### src/include/arf_pkg.sv
package arf_pkg;

	// Converter geometry
	localparam int NCH = 4;
	localparam int CHW = 2;
	localparam int DW = 10;
	localparam int AW = 8;
	localparam int EVW = 7;

	// Register byte addresses
	localparam logic [7:0] A_CTRL = 8'h00;
	localparam logic [7:0] A_MODE = 8'h04;
	localparam logic [7:0] A_CHEN = 8'h10;
	localparam logic [7:0] A_CHDIS = 8'h14;
	localparam logic [7:0] A_CHSR = 8'h18;
	localparam logic [7:0] A_SR = 8'h1C;
	localparam logic [7:0] A_LAST = 8'h20;
	localparam logic [7:0] A_ISR = 8'h24;
	localparam logic [7:0] A_IMR = 8'h28;
	localparam logic [7:0] A_CDR0 = 8'h30;
	localparam logic [7:0] A_CDR_MASK = 8'hF0;

	// Field positions
	localparam int B_START = 0;
	localparam int B_SLEEP = 0;
	localparam int B_EOC = 0;
	localparam int B_CHANNEL_OVERRUN_FLAG = 8;
	localparam int B_READY = 16;
	localparam int B_ANYOVR = 17;
	localparam int B_EV_EOC = 0;
	localparam int B_EV_READY = 4;
	localparam int B_EV_CHANNEL_OVERRUN_FLAG = 5;
	localparam int B_EV_ANYOVR = 6;

	// Reset values
	localparam logic [31:0] ZERO32 = 32'h0000_0000;
	localparam logic [DW-1:0] ZERO_DATA = 10'h000;
	localparam logic [NCH-1:0] ZERO_CH = 4'h0;
	localparam logic [EVW-1:0] ZERO_EV = 7'h00;

endpackage

### src/core/arf_flags.sv
// How it works
// - Ready flag clears only on a last-result read, never on channel reads.
// - Last-result read with completion keeps ready only if data stored.
// - Channel read during a completion with done already set still sets ready.
// - Disable of another channel during completion still stores data, sets ready.
// - Status read during completion still updates the global overrun flag.
// - Completion while ready is still set raises the global overrun flag.
// - Channel read during completion does not block global overrun set.
// - Disable during completion still raises global and channel overrun flags when ready and that channel's done are set.
// - Status read clears channel overrun unless a coincident completion finds its channel done set.
// - Channel done clears on its own read or on last-result read.
// - Channel disabled mid-conversion never raises its done flag.
// - Channel read clears only that channel's done flag.
// - Sleep takes effect only after the next conversion completes.
//
// Implementation choices: register access over APB and the register addresses.
module arf_flags (
	input wire logic pclk, // System clock
	input wire logic presetn, // Async reset, active low
	input wire logic psel, // APB select
	input wire logic penable, // APB enable
	input wire logic pwrite, // APB direction
	input wire logic [arf_pkg::AW-1:0] paddr, // APB byte address
	input wire logic [31:0] pwdata, // APB write data
	output logic [31:0] prdata, // APB read data
	output logic pready, // APB ready
	output logic pslverr, // APB error, unmapped address
	input wire logic conv_done, // Core: conversion end pulse
	input wire logic [arf_pkg::CHW-1:0] conv_chan, // Core: finished channel
	input wire logic [arf_pkg::DW-1:0] conv_data, // Core: result
	output logic conv_start, // Start pulse to core
	output logic sleep_en, // Core may power down
	output logic [arf_pkg::NCH-1:0] chan_en, // Channel enables to core
	output logic irq // Interrupt, level
);

	logic pready_q;
	logic [31:0] prdata_q;
	logic pslverr_q;
	logic conv_start_q;
	logic mode_sleep_q;
	logic sleep_q;
	logic [arf_pkg::NCH-1:0] en_q;
	logic [arf_pkg::NCH-1:0] eoc_q;
	logic [arf_pkg::NCH-1:0] eoc_d;
	logic [arf_pkg::NCH-1:0] channel_overrun_flag_q;
	logic [arf_pkg::NCH-1:0] channel_overrun_flag_d;
	logic ready_q;
	logic ready_d;
	logic anyovr_q;
	logic anyovr_d;
	logic [arf_pkg::DW-1:0] last_q;
	logic [arf_pkg::CHW-1:0] last_ch_q;
	logic [arf_pkg::EVW-1:0] isr_q;
	logic [arf_pkg::EVW-1:0] isr_d;
	logic [arf_pkg::EVW-1:0] imr_q;
	logic [arf_pkg::EVW-1:0] ev;
	logic irq_q;
	logic [arf_pkg::DW-1:0] mem_rdata;
	logic fin;
	logic wr;
	logic rd;
	logic store;
	logic rd_last;
	logic rd_sr;
	logic rd_cdr;
	logic [arf_pkg::CHW-1:0] cdr_idx;
	logic [31:0] rmux;
	logic mapped;

	// Channel result register window test
	function automatic logic is_cdr(input logic [arf_pkg::AW-1:0] a);
		return (a & arf_pkg::A_CDR_MASK) == arf_pkg::A_CDR0;
	endfunction

	// Channel number from a result address
	function automatic logic [arf_pkg::CHW-1:0] cdr_of(
		input logic [arf_pkg::AW-1:0] a);
		return a[arf_pkg::CHW+1:2];
	endfunction

	// One-hot channel mask
	function automatic logic [arf_pkg::NCH-1:0] onehot(
		input logic [arf_pkg::CHW-1:0] c);
		return arf_pkg::NCH'(1) << c;
	endfunction

	assign prdata = prdata_q;
	assign pready = pready_q;
	assign pslverr = pslverr_q;
	assign conv_start = conv_start_q;
	assign sleep_en = sleep_q;
	assign chan_en = en_q;
	assign irq = irq_q;

	// Access strobes, taken at the completing edge
	assign fin = psel & penable & pready_q;
	assign wr = fin & pwrite;
	assign rd = fin & ~pwrite;
	assign cdr_idx = cdr_of(paddr);
	assign rd_cdr = rd & is_cdr(paddr);
	assign rd_last = rd & (paddr == arf_pkg::A_LAST);
	assign rd_sr = rd & (paddr == arf_pkg::A_SR);

	// Completion is stored only on an enabled channel
	assign store = conv_done & en_q[conv_chan];

	// Result storage, addressed in the setup cycle
	arf_result_mem u_mem (
		.pclk(pclk),
		.presetn(presetn),
		.we(store),
		.waddr(conv_chan),
		.wdata(conv_data),
		.raddr(cdr_idx),
		.rdata_q(mem_rdata)
	);

	// Read multiplexer
	always_comb
	begin
		rmux = arf_pkg::ZERO32;
		mapped = 1'b1;
		if (is_cdr(paddr))
		begin
			rmux[arf_pkg::DW-1:0] = mem_rdata;
		end
		else
		begin
			unique case (paddr)
				arf_pkg::A_CTRL, arf_pkg::A_CHEN, arf_pkg::A_CHDIS: ;
				arf_pkg::A_MODE: rmux[arf_pkg::B_SLEEP] = mode_sleep_q;
				arf_pkg::A_CHSR: rmux[arf_pkg::NCH-1:0] = en_q;
				arf_pkg::A_SR:
				begin
					rmux[arf_pkg::B_EOC+:arf_pkg::NCH] = eoc_q;
					rmux[arf_pkg::B_CHANNEL_OVERRUN_FLAG+:arf_pkg::NCH] = channel_overrun_flag_q;
					rmux[arf_pkg::B_READY] = ready_q;
					rmux[arf_pkg::B_ANYOVR] = anyovr_q;
				end
				arf_pkg::A_LAST: rmux[arf_pkg::DW-1:0] = last_q;
				arf_pkg::A_ISR: rmux[arf_pkg::EVW-1:0] = isr_q;
				arf_pkg::A_IMR: rmux[arf_pkg::EVW-1:0] = imr_q;
				default: mapped = 1'b0;
			endcase
		end
	end

	// APB answer: one wait state, then ready with data
	always_ff @(posedge pclk or negedge presetn)
	begin
		if (!presetn)
		begin
			pready_q <= 1'b0;
			prdata_q <= arf_pkg::ZERO32;
			pslverr_q <= 1'b0;
		end
		else
		begin
			pready_q <= psel & penable & ~pready_q;
			if (psel & penable & ~pready_q)
			begin
				prdata_q <= pwrite ? arf_pkg::ZERO32 : rmux;
				pslverr_q <= ~mapped;
			end
			else
			begin
				pslverr_q <= 1'b0;
			end
		end
	end

	// Control registers and start pulse
	always_ff @(posedge pclk or negedge presetn)
	begin
		if (!presetn)
		begin
			conv_start_q <= 1'b0;
			mode_sleep_q <= 1'b0;
			en_q <= arf_pkg::ZERO_CH;
			imr_q <= arf_pkg::ZERO_EV;
		end
		else
		begin
			conv_start_q <= wr & (paddr == arf_pkg::A_CTRL)
				& pwdata[arf_pkg::B_START];
			if (wr & (paddr == arf_pkg::A_MODE))
			begin
				mode_sleep_q <= pwdata[arf_pkg::B_SLEEP];
			end
			if (wr & (paddr == arf_pkg::A_CHEN))
			begin
				en_q <= en_q | pwdata[arf_pkg::NCH-1:0];
			end
			else if (wr & (paddr == arf_pkg::A_CHDIS))
			begin
				en_q <= en_q & ~pwdata[arf_pkg::NCH-1:0];
			end
			if (wr & (paddr == arf_pkg::A_IMR))
			begin
				imr_q <= pwdata[arf_pkg::EVW-1:0];
			end
		end
	end

	// Sleep follows a completed conversion, never an idle request
	always_ff @(posedge pclk or negedge presetn)
	begin
		if (!presetn)
		begin
			sleep_q <= 1'b0;
		end
		else if (!mode_sleep_q)
		begin
			sleep_q <= 1'b0;
		end
		else if (conv_done)
		begin
			sleep_q <= 1'b1;
		end
	end

	// Next flag values; every set wins over a coincident clear
	always_comb
	begin
		eoc_d = eoc_q;
		if (rd_cdr)
		begin
			eoc_d = eoc_d & ~onehot(cdr_idx);
		end
		if (rd_last)
		begin
			eoc_d = eoc_d & ~onehot(last_ch_q);
		end
		if (store)
		begin
			eoc_d = eoc_d | onehot(conv_chan);
		end
		channel_overrun_flag_d = rd_sr ? arf_pkg::ZERO_CH : channel_overrun_flag_q;
		if (store & eoc_q[conv_chan])
		begin
			channel_overrun_flag_d = channel_overrun_flag_d | onehot(conv_chan);
		end
		// Channel reads never touch the ready flag
		ready_d = (ready_q & ~rd_last) | store;
		anyovr_d = (anyovr_q & ~rd_sr) | (store & ready_q);
	end

	// Status flags and last result
	always_ff @(posedge pclk or negedge presetn)
	begin
		if (!presetn)
		begin
			eoc_q <= arf_pkg::ZERO_CH;
			channel_overrun_flag_q <= arf_pkg::ZERO_CH;
			ready_q <= 1'b0;
			anyovr_q <= 1'b0;
			last_q <= arf_pkg::ZERO_DATA;
			last_ch_q <= '0;
		end
		else
		begin
			eoc_q <= eoc_d;
			channel_overrun_flag_q <= channel_overrun_flag_d;
			ready_q <= ready_d;
			anyovr_q <= anyovr_d;
			if (store)
			begin
				last_q <= conv_data;
				last_ch_q <= conv_chan;
			end
		end
	end

	// Interrupt events from flag rises
	always_comb
	begin
		ev = arf_pkg::ZERO_EV;
		ev[arf_pkg::B_EV_EOC+:arf_pkg::NCH] = eoc_d & ~eoc_q;
		ev[arf_pkg::B_EV_READY] = ready_d & ~ready_q;
		ev[arf_pkg::B_EV_CHANNEL_OVERRUN_FLAG] = |(channel_overrun_flag_d & ~channel_overrun_flag_q);
		ev[arf_pkg::B_EV_ANYOVR] = anyovr_d & ~anyovr_q;
		isr_d = isr_q;
		if (wr & (paddr == arf_pkg::A_ISR))
		begin
			isr_d = isr_d & ~pwdata[arf_pkg::EVW-1:0];
		end
		isr_d = isr_d | ev;
	end

	// Sticky event status and interrupt line
	always_ff @(posedge pclk or negedge presetn)
	begin
		if (!presetn)
		begin
			isr_q <= arf_pkg::ZERO_EV;
			irq_q <= 1'b0;
		end
		else
		begin
			isr_q <= isr_d;
			irq_q <= |(isr_d & imr_q);
		end
	end
endmodule

### src/core/arf_result_mem.sv
// Per-channel result store, read data registered
module arf_result_mem (
	input wire logic pclk, // System clock
	input wire logic presetn, // Async reset, active low
	input wire logic we, // Write strobe
	input wire logic [arf_pkg::CHW-1:0] waddr, // Write channel
	input wire logic [arf_pkg::DW-1:0] wdata, // Write data
	input wire logic [arf_pkg::CHW-1:0] raddr, // Read channel
	output logic [arf_pkg::DW-1:0] rdata_q // Registered read data
);

	logic [arf_pkg::DW-1:0] mem [arf_pkg::NCH];

	// Storage array, cleared so a never-written channel reads zero, not X
	always_ff @(posedge pclk or negedge presetn)
	begin
		if (!presetn)
		begin
			for (int i = 0; i < arf_pkg::NCH; i++)
			begin
				mem[i] <= arf_pkg::ZERO_DATA;
			end
		end
		else if (we)
		begin
			mem[waddr] <= wdata;
		end
	end

	// Read port register
	always_ff @(posedge pclk or negedge presetn)
	begin
		if (!presetn)
		begin
			rdata_q <= arf_pkg::ZERO_DATA;
		end
		else
		begin
			rdata_q <= mem[raddr];
		end
	end

endmodule

### config.mk
export PLATFORM = sky130hd
export DESIGN_NAME = arf_flags
export DESIGN_NICKNAME = d
export VERILOG_FILES = /design/src/include/arf_pkg.sv /design/src/core/arf_flags.sv /design/src/core/arf_result_mem.sv
export SDC_FILE = /design/constraint.sdc
export NUM_CORES = 1
export LEC_CHECK = 0
export BUFFER_PORTS_ARGS = -buffer_cell sky130_fd_sc_hd__buf_4
export CAP_MARGIN = 15
export CORE_ASPECT_RATIO = 1.25
export CORE_MARGIN = 3
export CORE_UTILIZATION = 40
export DETAILED_ROUTE_END_ITERATION = 6
export GPL_TIMING_DRIVEN = 1
export PLACE_DENSITY_LB_ADDON = 0.25
export SYNTH_ARGS = -nofsm -noshare
export SYNTH_HDL_FRONTEND = slang
export SYNTH_HIERARCHICAL = 1
export SYNTH_SLANG_ARGS = --single-unit
### constraint.sdc
create_clock -name pclk -period 3.25 [get_ports pclk]
set_input_delay 0.1625 -clock pclk [delete_from_list [all_inputs] [get_ports pclk]]
set_output_delay 0.1625 -clock pclk [all_outputs]
set_load 0.005 [all_outputs]
# ---- Yosys cells after proc, flatten, opt, wreduce, memory -nomap -nowiden
# Index checks and enable logic that the tools add are counted.
dict set report op_classes {
  muxes 34
  n_eq_ne 10
  reduce_logical 6
  n_bitwise 50
  magnitude_cmp 4
  shifts 3
}
# operator count
set ops {}
lappend ops {{bitwise mux 40 bit} 1}
lappend ops {{two-way mux 10 bit} 4}
lappend ops {{equality test 8 x 5 -> 1 bit (second input constant)} 4}
lappend ops {{two-way mux 4 bit} 7}
lappend ops {{equality test 8 x 6 -> 1 bit (second input constant)} 3}
lappend ops {{AND 1 bit} 22}
lappend ops {{AND 4 bit} 5}
lappend ops {{binary-select mux 10 bit (select 2 bit)} 1}
lappend ops {{demux 10 bit (select 2 bit)} 1}
lappend ops {{inverter 4 bit} 5}
lappend ops {{two-way mux 18 bit} 1}
lappend ops {{one-hot mux 3 bit (5 select lines)} 1}
lappend ops {{AND 7 bit} 2}
lappend ops {{bitwise OR 4 bit} 3}
lappend ops {{<< shifter 1 x 2 -> 4 bit (first input constant)} 3}
lappend ops {{one-hot mux 3 bit (3 select lines)} 1}
lappend ops {{OR reduction 9 bit} 1}
lappend ops {{equality test 8 x 3 -> 1 bit (second input constant)} 1}
lappend ops {{zero test 8 bit} 1}
lappend ops {{two-way mux 1 bit} 8}
lappend ops {{two-way mux 2 bit} 4}
lappend ops {{two-way mux 7 bit} 1}
lappend ops {{inverter 1 bit} 7}
lappend ops {{inverter 7 bit} 1}
lappend ops {{other kinds (15)} 19}
dict set report word_totals {
  out_inout_bits 41
  ff_bits 128
}

# ---- Logic depth before layout (Yosys ltp)
# Gate-level depths: netlist of run 1.
dict set report logic_depth {
  word_depth 13
  mapped_depth 8
  depth_no_buf 5
}

# ---- Hierarchy
# The synthesis of run 1 kept the hierarchy.
# module n_inst cells_each area_each_um2
set modules_own_cells {}
lappend modules_own_cells {arf_flags 1 334 3158.0}
lappend modules_own_cells {arf_result_mem 1 109 2089.5}

# ---- Worst setup path before layout of run 1
# Ideal clock, no wire load.
dict set report synth_timing {
  path_kind {input to register}
  from {input port conv_done}
  to {register u_mem/mem[30] (netlist bit)}
  n_path_buf 4
  t_required_ns 3.125
  path_slack_ns 1.138
  setup_ns 0.125
  arrival_ns 1.987
  cell_stages 8
  path_cell_list {clkbuf_1 > and2_1 > a22o_1 > clkbuf_1 > clkbuf_1 > nor3b_2 > buf_6 > mux2_2}
}
dict set report synth_between {
  elab_chain_len 1
}
# element line
set synth_rtl {}
lappend synth_rtl {{from (decl)} arf_flags.sv:28} ;# input wire logic conv_done,
lappend synth_rtl {{AND 1 bit} arf_flags.sv:106} ;# assign store = conv_done & en_q[conv_chan];
lappend synth_rtl {{named net store} arf_flags.sv:63} ;# logic store;
lappend synth_rtl {{to (signal, indexed assignment)} arf_result_mem.sv:21} ;# mem[i] <= arf_pkg::ZERO_DATA;
lappend synth_rtl {{to (signal, indexed assignment)} arf_result_mem.sv:26} ;# mem[waddr] <= wdata;
lappend synth_rtl {{to (decl)} arf_result_mem.sv:12} ;# logic [arf_pkg::DW-1:0] mem [arf_pkg::NCH];
# The timed path passes the listed nets, and every way through them passes these cells.
# A chain may end at the register's enable or synchronous reset.

==> results.md, run 1 <==
* Status: finished, final reports clean
* Vias at between 3000 and 4000
* Worst hold path class: in -> reg
* Mapped cell area at ~0.0052 mm²
* Total chip power at 3239 µW
* Unrepaired setup endpoints after global routing: no
* Max-slew headroom at between 30% and 40%
* CTS tree: built
* Post-DR wirelength/cell at approximately 18 µm
* Crit start category: flop
* Seq/Total Area, Yosys at 52.46%
* Fin worst setup slack at 1166 ps
* Num rows at between 40 and 50
* Final-report max-slew violation count at 0
* Initial Util at between 40% and 50%
* Commonest cells after routing, fill and taps aside: dfrtp_1, nand2_1, buf_4, mux2_2, mux2_4
* Fmax at around 0.48 GHz
* First-pass GRT wire length at between 15000 and 20000 µm
* Max VDD drop at around 0.00027 V
* Final net count at 556
* Routed vias/inst at ~5.3
* Post-synth EDFFs at 0
* Vias in the first global route at 3624
* Clock skew at about 7.5 ps
* Residual DRC at 0
* Final setup violation count at 0
* Post-synth ARST share at between 90% and 100%
* Share of layout cells above drive strength 1 at 29.42%
* Die ar. at roughly 0.015 mm²
* Minimum clock period at approximately 2100 ps
* CP arrival at around 2300 ps
* Initial antenna violation count at 0
* Post-synth cell types at between 50 and 60
* ANT nets after route at 0
* Initial DRC Count at ~150
* Clock transition at path regs at ~70 ps
* Commonest non-fill, non-tap cell in the layout: dfrtp_1
* Congestion Overflow GR at 0
* Critical path type: reg -> reg
* Leakage at between 0.002 and 0.003 µW
* Postcts setup bufs at 0
* Crit path capture type: flop
* Synth Flop Type: dfrtp_1
* CORE AREA at ~0.013 mm²
* Drt first pass iters at 4
* DPL Wire Length at approximately 8800 µm
* Largest net degree at the start of global routing at 50
* Die X at 108.4 µm
* Pre-CTS setup slack at just under 1000 ps
* Worst-Skew Late Latency at 350 ps
* # IOs at between 90 and 100
* IO Port Bufs at 55
* PD cells at 533.8 mW/mm²
* Post-Route WL at 11920 µm
* Slew @ Worst Pin at 932.7 ps
* Flops & latches, synth at 110
* Chip height at 134.1 µm
* Final GP Congestion at approximately 0.9
* TritonCTS Buffers at 9
* Cell count after synthesis at approximately 440
* Root buffer cell: clkbuf_16
* CP max FO at 15
* Area Growth Syn to Fin at 15.64%
* N_diodes at 0
* Final hold violation count at 0
* Post-Syn Area per Cell at 11.85 µm²
* Synth Warn # at 6
* Fin crit share at 64.12%
* Max-Cap Viols at 0
* Req. time, crit path at about 3500 ps
* Setup TNS at 0 ps
* GRT Util Overall at ~17%
* Max clock buf depth at 2
* Number of H-tree levels at 3
* Clk sinks at 110
## worst max-delay path: stages (launching register included)
cell	delay [ps]
dfrtp_1	430
mux2_2	300
a22o_1	320
buf_4	250
a222oi_1	240
and4b_1	240
nand4_1	140
## metrics by stage
step	utilization [%]	instance area, µm²	std cells	hold WS (ps)
after floorplan	-	5311	460	-133.1
after global placement	45.00	5749	654	221.8
after detailed placement	45.00	5749	654	222.7
after CTS	47.49	6068	671	38.89
after global routing	47.49	6068	671	42.37
final	47.49	6068	671	45.14
## synthesized netlist by cell type (2+ instances only)
master / instances / area share, %
a221oi_1: 3 / 0.50
a21oi_1: 6 / 0.57
o211ai_1: 2 / 0.29
mux2_4: 20 / 5.7
nor3_1: 9 / 0.86
nand3b_1: 6 / 0.86
a222oi_1: 3 / 0.57
a32o_1: 4 / 0.76
nor2b_1: 4 / 0.48
nand2_1: 75 / 5.4
o21a_1: 2 / 0.29
and4_1: 2 / 0.33
nand2b_1: 4 / 0.48
and4b_1: 2 / 0.38
a211oi_1: 2 / 0.29
nor2_1: 15 / 1.1
buf_6: 5 / 1.1
o221ai_1: 2 / 0.33
nand3_1: 4 / 0.38
a22o_1: 10 / 1.7
buf_4: 18 / 2.6
buf_1: 2 / 0.14
mux2i_1: 11 / 2.1
inv_1: 12 / 0.86
clkbuf_1: 9 / 0.64
nand4b_1: 2 / 0.33
mux2_2: 30 / 6.4
a21o_1: 4 / 0.57
o21ai_0: 18 / 1.7
and2_1: 2 / 0.24
mux4_2: 10 / 4.3
dfrtp_1: 110 / 52
o311ai_0: 3 / 0.50
nand4_1: 5 / 0.60
buf_2: 3 / 0.29
a22oi_1: 4 / 0.57
a32oi_1: 2 / 0.33
## path summary, 6_finish.rpt
| check | slack [ps] | endpoint | cells past startpoint | from |
|---|---|---|---|---|
| min in group asynchronous | 380 | u_mem/mem[32]$_DFFE_PN0P_ | 2 | presetn |
| worst max-delay path | 1170 | irq$_DFF_PN0_ | 6 | flop |
| worst min-delay path | 50 | last_q[6]$_DFFE_PN0N_ | 3 | conv_data[6] |
| worst min register to register | 470 | last_q[3]$_DFFE_PN0N_ | 2 | last_q[3]$_DFFE_PN0N_ |
| worst max register to register | 1170 | irq$_DFF_PN0_ | 6 | flop |
| max in group asynchronous | 2010 | u_mem/mem[35]$_DFFE_PN0P_ | 3 | presetn |
## report_power, final
group          total [µW]  switching (µW)  internal, µW
Combinational         452             194           258
Sequential           1650            98.9          1550
Clock                1130             490           645
Total                3240             783          2460
## final cells by class
cell class	instances	area, µm²
repair buffers	65	490.5
inverters	12	45.04
fillers	1168	6709
multi-input cells	300	2261
well taps	168	210.2
clock buffers	12	256.5
clock inverters	4	52.55
flip-flops and latches	110	2753
## registers in the layout, summed over array words and instances, names as in the netlist, named ones only
signal                  cells
u_mem/mem                  40
prdata                     14
last_q                     10
u_mem/rdata_q              10
imr_q                       7
isr_q                       7
channel_overrun_flag_q      4
eoc_q                       4
last_ch_q                   2
anyovr_q                    1
conv_start                  1
irq                         1
mode_sleep_q                1
pready                      1
pslverr                     1
ready_q                     1
sleep_en                    1
## logic make-up after synthesis
logic type | after synthesis | synth area share (%)
mux | 71 | 18.55
other cells | 1 | 0.07146
compound gates | 71 | 9.824
buf+inv | 50 | 5.674
flops | 110 | 52.46
simple gates | 140 | 13.42
## routing by layer
layer  GRT usage (%)  wire, µm  vias up
li1                -         -     1675
met1           22.59      4917     1764
met2           27.63      5976      109
met3           3.370       594       26
met4           9.193       428        0
met5               0         0        -
## timing repair
action,in CTS,in global routing
endpoints found under the hold margin,47,0
hold buffers,1,0
resized for setup,0,0
No activity file was read; power rests on OpenSTA's default activity.
==> run 2: changes to the inputs <==
--- a/config.mk
+++ b/config.mk
@@ -5,6 +5,7 @@
 export SDC_FILE = /design/constraint.sdc
 export NUM_CORES = 1
 export LEC_CHECK = 0
+export ABC_AREA = 1
 export BUFFER_PORTS_ARGS = -buffer_cell sky130_fd_sc_hd__buf_4
 export CAP_MARGIN = 15
 export CORE_ASPECT_RATIO = 1.25
==> constraint.sdc (replaced) <==
create_clock -name pclk -period 1.9 [get_ports pclk]
set_input_delay 0.095 -clock pclk [delete_from_list [all_inputs] [get_ports pclk]]
set_output_delay 0.095 -clock pclk [all_outputs]
set_load 0.005 [all_outputs]
==> results.md, run 2 <==
* Share of layout cells above drive strength 1 at 15.03%
* Status: finished, final reports clean
* Crit path capture type: flop
* Unrepaired setup endpoints after global routing: no
* Final net count at between 800 and 900
* Post-synth ARST share at 100.0%
* IO Port Bufs at 55
* Post-Syn Area per Cell at 7.844 µm²
* Initial Util at roughly 41%
* Chip height at 137.2 µm
* CP arrival at between 1500 and 2000 ps
* Post-synth EDFFs at 0
* Final setup violation count at 0
* Multi-input logic area at approximately 0.0022 mm²
* Hold_ws at about 15 ps
* Worst hold path class: in -> reg
* Final-report max-slew violation count at 0
* N_diodes at 0
* Die X at approximately 110 µm
* Number of H-tree levels at 3
* Slew @ Worst Pin at 548.8 ps
* Seq/Total Area, Yosys at between 40 and 50%
* Max VDD drop at 0.0005213 V
* Top cells by area, synth: dfrtp_1, nand2_1, inv_1
* # IOs at just under 100
* Crit start category: flop
* R2r endpoint: u_mem/mem[39]$_DFFE_PN0P_
* Minimum clock period at 1683 ps
* Residual DRC at 0
* CP max FO at 19
* Initial antenna violation count at 0
* First-pass GRT wire length at about 23000 µm
* Critical path endpoint: u_mem/mem[39]$_DFFE_PN0P_
* Initial DRC Count at ~260
* Critical path type: reg -> reg
* Vias in the first global route at roughly 4600
* Commonest cells after routing, fill and taps aside: nand2_1, dfrtp_1, inv_1, buf_4, nand3_1
* TritonCTS Buffers at 9
* Root buffer cell: clkbuf_16
* Flops & latches, synth at 110
* Final hold violation count at 0
* Register area at between 0.002 and 0.003 mm²
* Post-synth cell types at 36
* Commonest non-fill, non-tap cell in the layout: nand2_1
* Fillers at around 1300
* PD cells at between 700 and 800 mW/mm²
* Post-DR wirelength/cell at around 15 µm
* Fmax at 0.5943 GHz
* Leakage at 0.003461 µW
* Clk sinks at 110
* Largest Register: u_mem/mem
* ANT nets after route at 0
* CORE AREA at between 0.01 and 0.015 mm²
* R2R depth at 8
* GRT Util Overall at 18.93%
* Fin crit share at between 80% and 90%
* Synth Flop Type: dfrtp_1
* Synth Warn # at 6
* Mapped cell area at roughly 0.0055 mm²
* Count leader, synth: nand2_1
* Post-Route WL at ~14000 µm
* Largest net degree at the start of global routing at 53
* Top cell type's share of synthesized area at between 40% and 50%
* Vias at ~4600
* Final GP Congestion at around 0.97
* Area Growth Syn to Fin at 17.54%
* Drt first pass iters at 5
* Setup TNS at 0 ps
* Hold_buf cts at 9
* Cell count after synthesis at 702
* Largest register FFs at 40
* Num rows at between 40 and 50
* Postcts setup bufs at 0
* Congestion Overflow GR at 0
* Gates resized, CTS repair at 0
* Max-slew headroom at 63.37%
* Clock transition at path regs at roughly 70 ps
* Worst-Skew Late Latency at roughly 350 ps
* Routed vias/inst at approximately 5
* DPL Wire Length at ~10000 µm
* CTS tree: built
* Req. time, crit path at 2140 ps
* Leading area contributor after synthesis: dfrtp_1
* Die ar. at 0.01522 mm²
* Clock skew at ~5.7 ps
* Synth top cells by count: nand2_1, dfrtp_1, inv_1
* Max-Cap Viols at 0
* Max clock buf depth at 2
* R2r setup slk at about 220 ps
## run 2: cell types whose count changed after synthesis, sizes merged, moves of 6 or more
cell	before	now
a22o	10	3
buf	28	39
clkbuf	10	4
inv	12	97
mux2	50	1
mux2i	11	0
mux4	10	0
nand2	76	255
nand3	5	57
nand3b	6	0
nand4	5	32
nor2	15	28
nor3	10	3
o21ai	18	43
## run 2: how the worst min path moves through the flow
stage                            start                  endpoint  slack, ps  cells past startpoint
after floorplan                presetn                 async pin       -200                      0
after global placement         presetn      conv_start$_DFF_PN0_         40                      1
after detailed placement       presetn      conv_start$_DFF_PN0_         50                      1
after CTS                 conv_data[0]     last_q[0]$_DFFE_PN0N_         10                      3
after global routing      conv_data[0]  u_mem/mem[0]$_DFFE_PN0P_         20                      3
final                     conv_data[0]     last_q[0]$_DFFE_PN0N_         20                      3
## run 2: cell families (layout without fill, tap and decap cells)
logic type	Yosys count	after routing	synth area share, %
AO/OA/AOI/OAI	72	72	7.817
AND/OR/NAND/NOR	377	377	30.33
multiplexers	1	1	0.2045
other	1	18	0.06810
buffers and inverters	141	194	11.59
flip-flops	110	110	49.99
## run 2: through the flow
step | instances | setup WS (ps) | total power (µW) | cell area, µm² | utilization [%]
final | 943 | 217.5 | 4789 | 6472 | 48.49
after CTS | 943 | 219.0 | 4848 | 6472 | 48.49
after global placement | 918 | 265.1 | 2795 | 6060 | 45.39
after detailed placement | 918 | 231.1 | 2801 | 6060 | 45.39
after global routing | 943 | 52.19 | 4998 | 6472 | 48.49
after floorplan | 719 | 301.2 | 2629 | 5570 | -
## run 2: final cells by class
type	instances	area share, %
Clock buffer	10	3.692
Multi-Input combinational cell	468	33.67
Clock inverter	6	1.295
Inverter	98	5.683
Tap cell	171	3.306
Sequential cell	110	42.53
Timing Repair Buffer	80	9.820
## run 2: per-layer routing
metal	share of wire [%]	vias up	wire length (µm)	track usage, %
li1	-	2318	-	-
met1	42	2171	5744	22.78
met2	51	119	7045	33.87
met3	4.5	25	626	3.295
met4	2.8	0	392	7.529
met5	0	-	0	0
## run 2: worst max-delay path: stages (launching register included)
cell and delay (ps):
dfrtp_1 420, nand2_1 80, nand2_1 80, nand2_2 80, a21oi_4 200, buf_4 260, nand2_1 270, nand2_1 140
nand2_1 50
## run 2: where the power goes
group | total, µW | switching, µW | internal, µW | leakage (µW)
Sequential | 2400 | 19.5 | 2380 | 0.00148
Clock | 2020 | 832 | 1190 | 0.000163
Combinational | 368 | 241 | 126 | 0.00182
Total | 4790 | 1090 | 3700 | 0.00346
==> run 3: changes to the inputs <==
--- a/config.mk
+++ b/config.mk
@@ -5,7 +5,6 @@
 export SDC_FILE = /design/constraint.sdc
 export NUM_CORES = 1
 export LEC_CHECK = 0
-export ABC_AREA = 1
 export BUFFER_PORTS_ARGS = -buffer_cell sky130_fd_sc_hd__buf_4
 export CAP_MARGIN = 15
 export CORE_ASPECT_RATIO = 1.25
@@ -16,5 +15,4 @@
 export PLACE_DENSITY_LB_ADDON = 0.25
 export SYNTH_ARGS = -nofsm -noshare
 export SYNTH_HDL_FRONTEND = slang
-export SYNTH_HIERARCHICAL = 1
 export SYNTH_SLANG_ARGS = --single-unit
==> results.md, run 3 <==
* Status: finished, final reports clean
* Share of layout cells above drive strength 1 at between 30% and 40%
* Commonest cells after routing, fill and taps aside: dfrtp_1, nand2_1, buf_4, mux2_2, a22o_1
* Fin crit share at 96.94%
* Routed vias/inst at between 5 and 6
* Synth top cells by count: dfrtp_1, nand2_1, mux2_2
* Fin worst setup slack at 58.16 ps
* TritonCTS Buffers at 9
* Leakage at around 0.0032 µW
* Fmax at 0.5429 GHz
* R2R depth at 5
* Vias at a little under 4000
* Final setup violation count at 0
* Clk sinks at between 100 and 150
* Number of H-tree levels at 3
* Max clock buf depth at 2
* Final-report max-slew violation count at 0
* Flops & latches, synth at 110
* Final net count at 614
* Post-DR wirelength/cell at roughly 18 µm
* Seq/Total Area, Yosys at between 50% and 60%
* Max-slew headroom at between 50% and 60%
* Worst hold path class: in -> reg
* Chip height at 132.4 µm
* Die ar. at about 0.014 mm²
* Post-synth EDFFs at 0
* Postcts setup bufs at 0
* Top cell type's share of synthesized area at a little over half
* Final GP Congestion at around 0.86
* Root buffer cell: clkbuf_16
* DPL Wire Length at 9518 µm
* Fillers at approximately 1100
* Top cells by area, synth: dfrtp_1, mux2_2, nand2_1
* Synth Warn # at 0
* Worst-Skew Late Latency at between 300 and 400 ps
* Largest net degree at the start of global routing at 53
* Initial Util at between 40% and 50%
* Cell count after synthesis at 450
* Vias in the first global route at ~4000
* Largest register FFs at 40
* R2r endpoint: u_mem.mem[3]$_DFFE_PN0P_
* Post-Route WL at approximately 13000 µm
* Crit start category: flop
* CP arrival at between 2000 and 2500 ps
* Post-Syn Area per Cell at 11.36 µm²
* GRT Util Overall at 19.70%
* Req. time, crit path at about 2100 ps
* Initial DRC Count at 247
* CORE AREA at ~0.012 mm²
* Area Growth Syn to Fin at 27.52%
* Clock transition at path regs at ~80 ps
* Clock skew at around 11 ps
* Hold_sp: pwdata[3]
* CP max FO at 6
* Leading area contributor after synthesis: dfrtp_1
* Congestion Overflow GR at 0
* IO Port Bufs at between 50 and 60
* Crit path capture type: flop
* Post-synth ARST share at 100.0%
* Pre-CTS setup slack at -203.7 ps
* Final hold violation count at 0
* Max-Cap Viols at 0
* Drt first pass iters at 5
* Synth Flop Type: dfrtp_1
* CTS tree: built
* Minimum clock period at around 1800 ps
* Die X at around 110 µm
* First-pass GRT wire length at between 20000 and 25000 µm
* Initial antenna violation count at 0
* PD cells at between 700 and 800 mW/mm²
* Max VDD drop at 0.0004899 V
* Post-synth cell types at 47
* Mapped cell area at slightly above 0.005 mm²
* Num rows at 45
* Final core utilization at 52.86%
* Slew @ Worst Pin at about 670 ps
* ANT nets after route at 0
* Commonest non-fill, non-tap cell in the layout: dfrtp_1
* Hold depth at 2
* N_diodes at 0
* Count leader, synth: dfrtp_1
* Residual DRC at 0
* R2r setup slk at 60 ps
* # IOs at 99
* Largest Register: u_mem.mem
* Critical path type: reg -> reg
==> run 3: changes by cell type in the layout (fill, tap and decap cells not counted), sizes merged, moves of 5 or more <==
cell,delta
nand2,-147
nand3,-49
a22o,+18
mux4,+13
o21ai,-26
inv,-89
nor3,+5
nand4,-29
mux2,+39
nor2,-16
buf,+31
==> run 3: cells by family after synthesis <==
| logic type | Yosys count | synth area share [%] |
|---|---|---|
| multiplexers | 57 | 15.32 |
| AND/OR/NAND/NOR | 169 | 15.74 |
| buffers and inverters | 45 | 4.676 |
| AO/OA/AOI/OAI | 68 | 10.33 |
| other | 1 | 0.07337 |
| flip-flops | 110 | 53.86 |
==> run 3: layer usage <==
metal | wire [µm] | global-route usage [%] | vias up
met5 | 0 | 0 | -
met4 | 266 | 6.965 | 0
met3 | 633 | 3.773 | 16
met2 | 6784 | 32.85 | 121
met1 | 5639 | 25.55 | 1952
li1 | - | - | 1794
==> run 3: what timing repair did <==
item                                   in CTS  in global routing
cloned                                      0                  1
hold buffers                               13                  0
pin swaps                                   0                  2
setup endpoints to repair                   9                 29
endpoints found under the hold margin      51                  0
resized for setup                           1                  8
==> run 3: final cells by class <==
type,count,area (µm²),area share (%)
clock buffer,9,225.2,3.456
clock inverter,7,117.6,1.805
inverter,7,26.28,0.4031
multi-input combinational,312,2241,34.38
sequential,110,2753,42.23
tap,164,205.2,3.148
timing repair buffer,116,949.7,14.57
==> run 3: power breakdown <==
group	total, µW	switching, µW	internal, µW	leakage (µW)
combinational	321	182	139	0.00152
sequential	2380	18.5	2360	0.00153
clock	2170	875	1290	0.000170
==> run 3: worst max-delay path by stage <==
stage	slack (ps)	endpoint	cells after the start	from
floorplan	-60	irq$_DFF_PN0_	6	paddr[4]
global placement	-220	prdata[0]$_DFFE_PN0P_	7	paddr[1]
detailed placement	-200	prdata[0]$_DFFE_PN0P_	7	paddr[1]
CTS	2	u_mem.mem[21]$_DFFE_PN0P_	6	flop
global route	-4	u_mem.mem[24]$_DFFE_PN0P_	6	flop
finish	60	u_mem.mem[3]$_DFFE_PN0P_	5	flop
==> run 3: worst max-delay path, stage by stage (launching register included) <==
cell,delay (ps)
dfrtp_1,380
mux4_2,540
and2_4,180
nand3_4,120
clkbuf_16,180
mux2_2,330
==> run 3: through the flow <==
step,setup TNS (ps),hold WS [ps],std cells,instance area (µm²),total power [µW]
final,0,6.454,725,6518,4874
after global routing,-7.699,3.154,725,6518,5053
after CTS,0,1.958,724,6456,4905
after detailed placement,-1627,68.68,695,5977,2729
after global placement,-1252,60.30,695,5977,2722
after floorplan,-55.14,-200.6,467,5210,2555
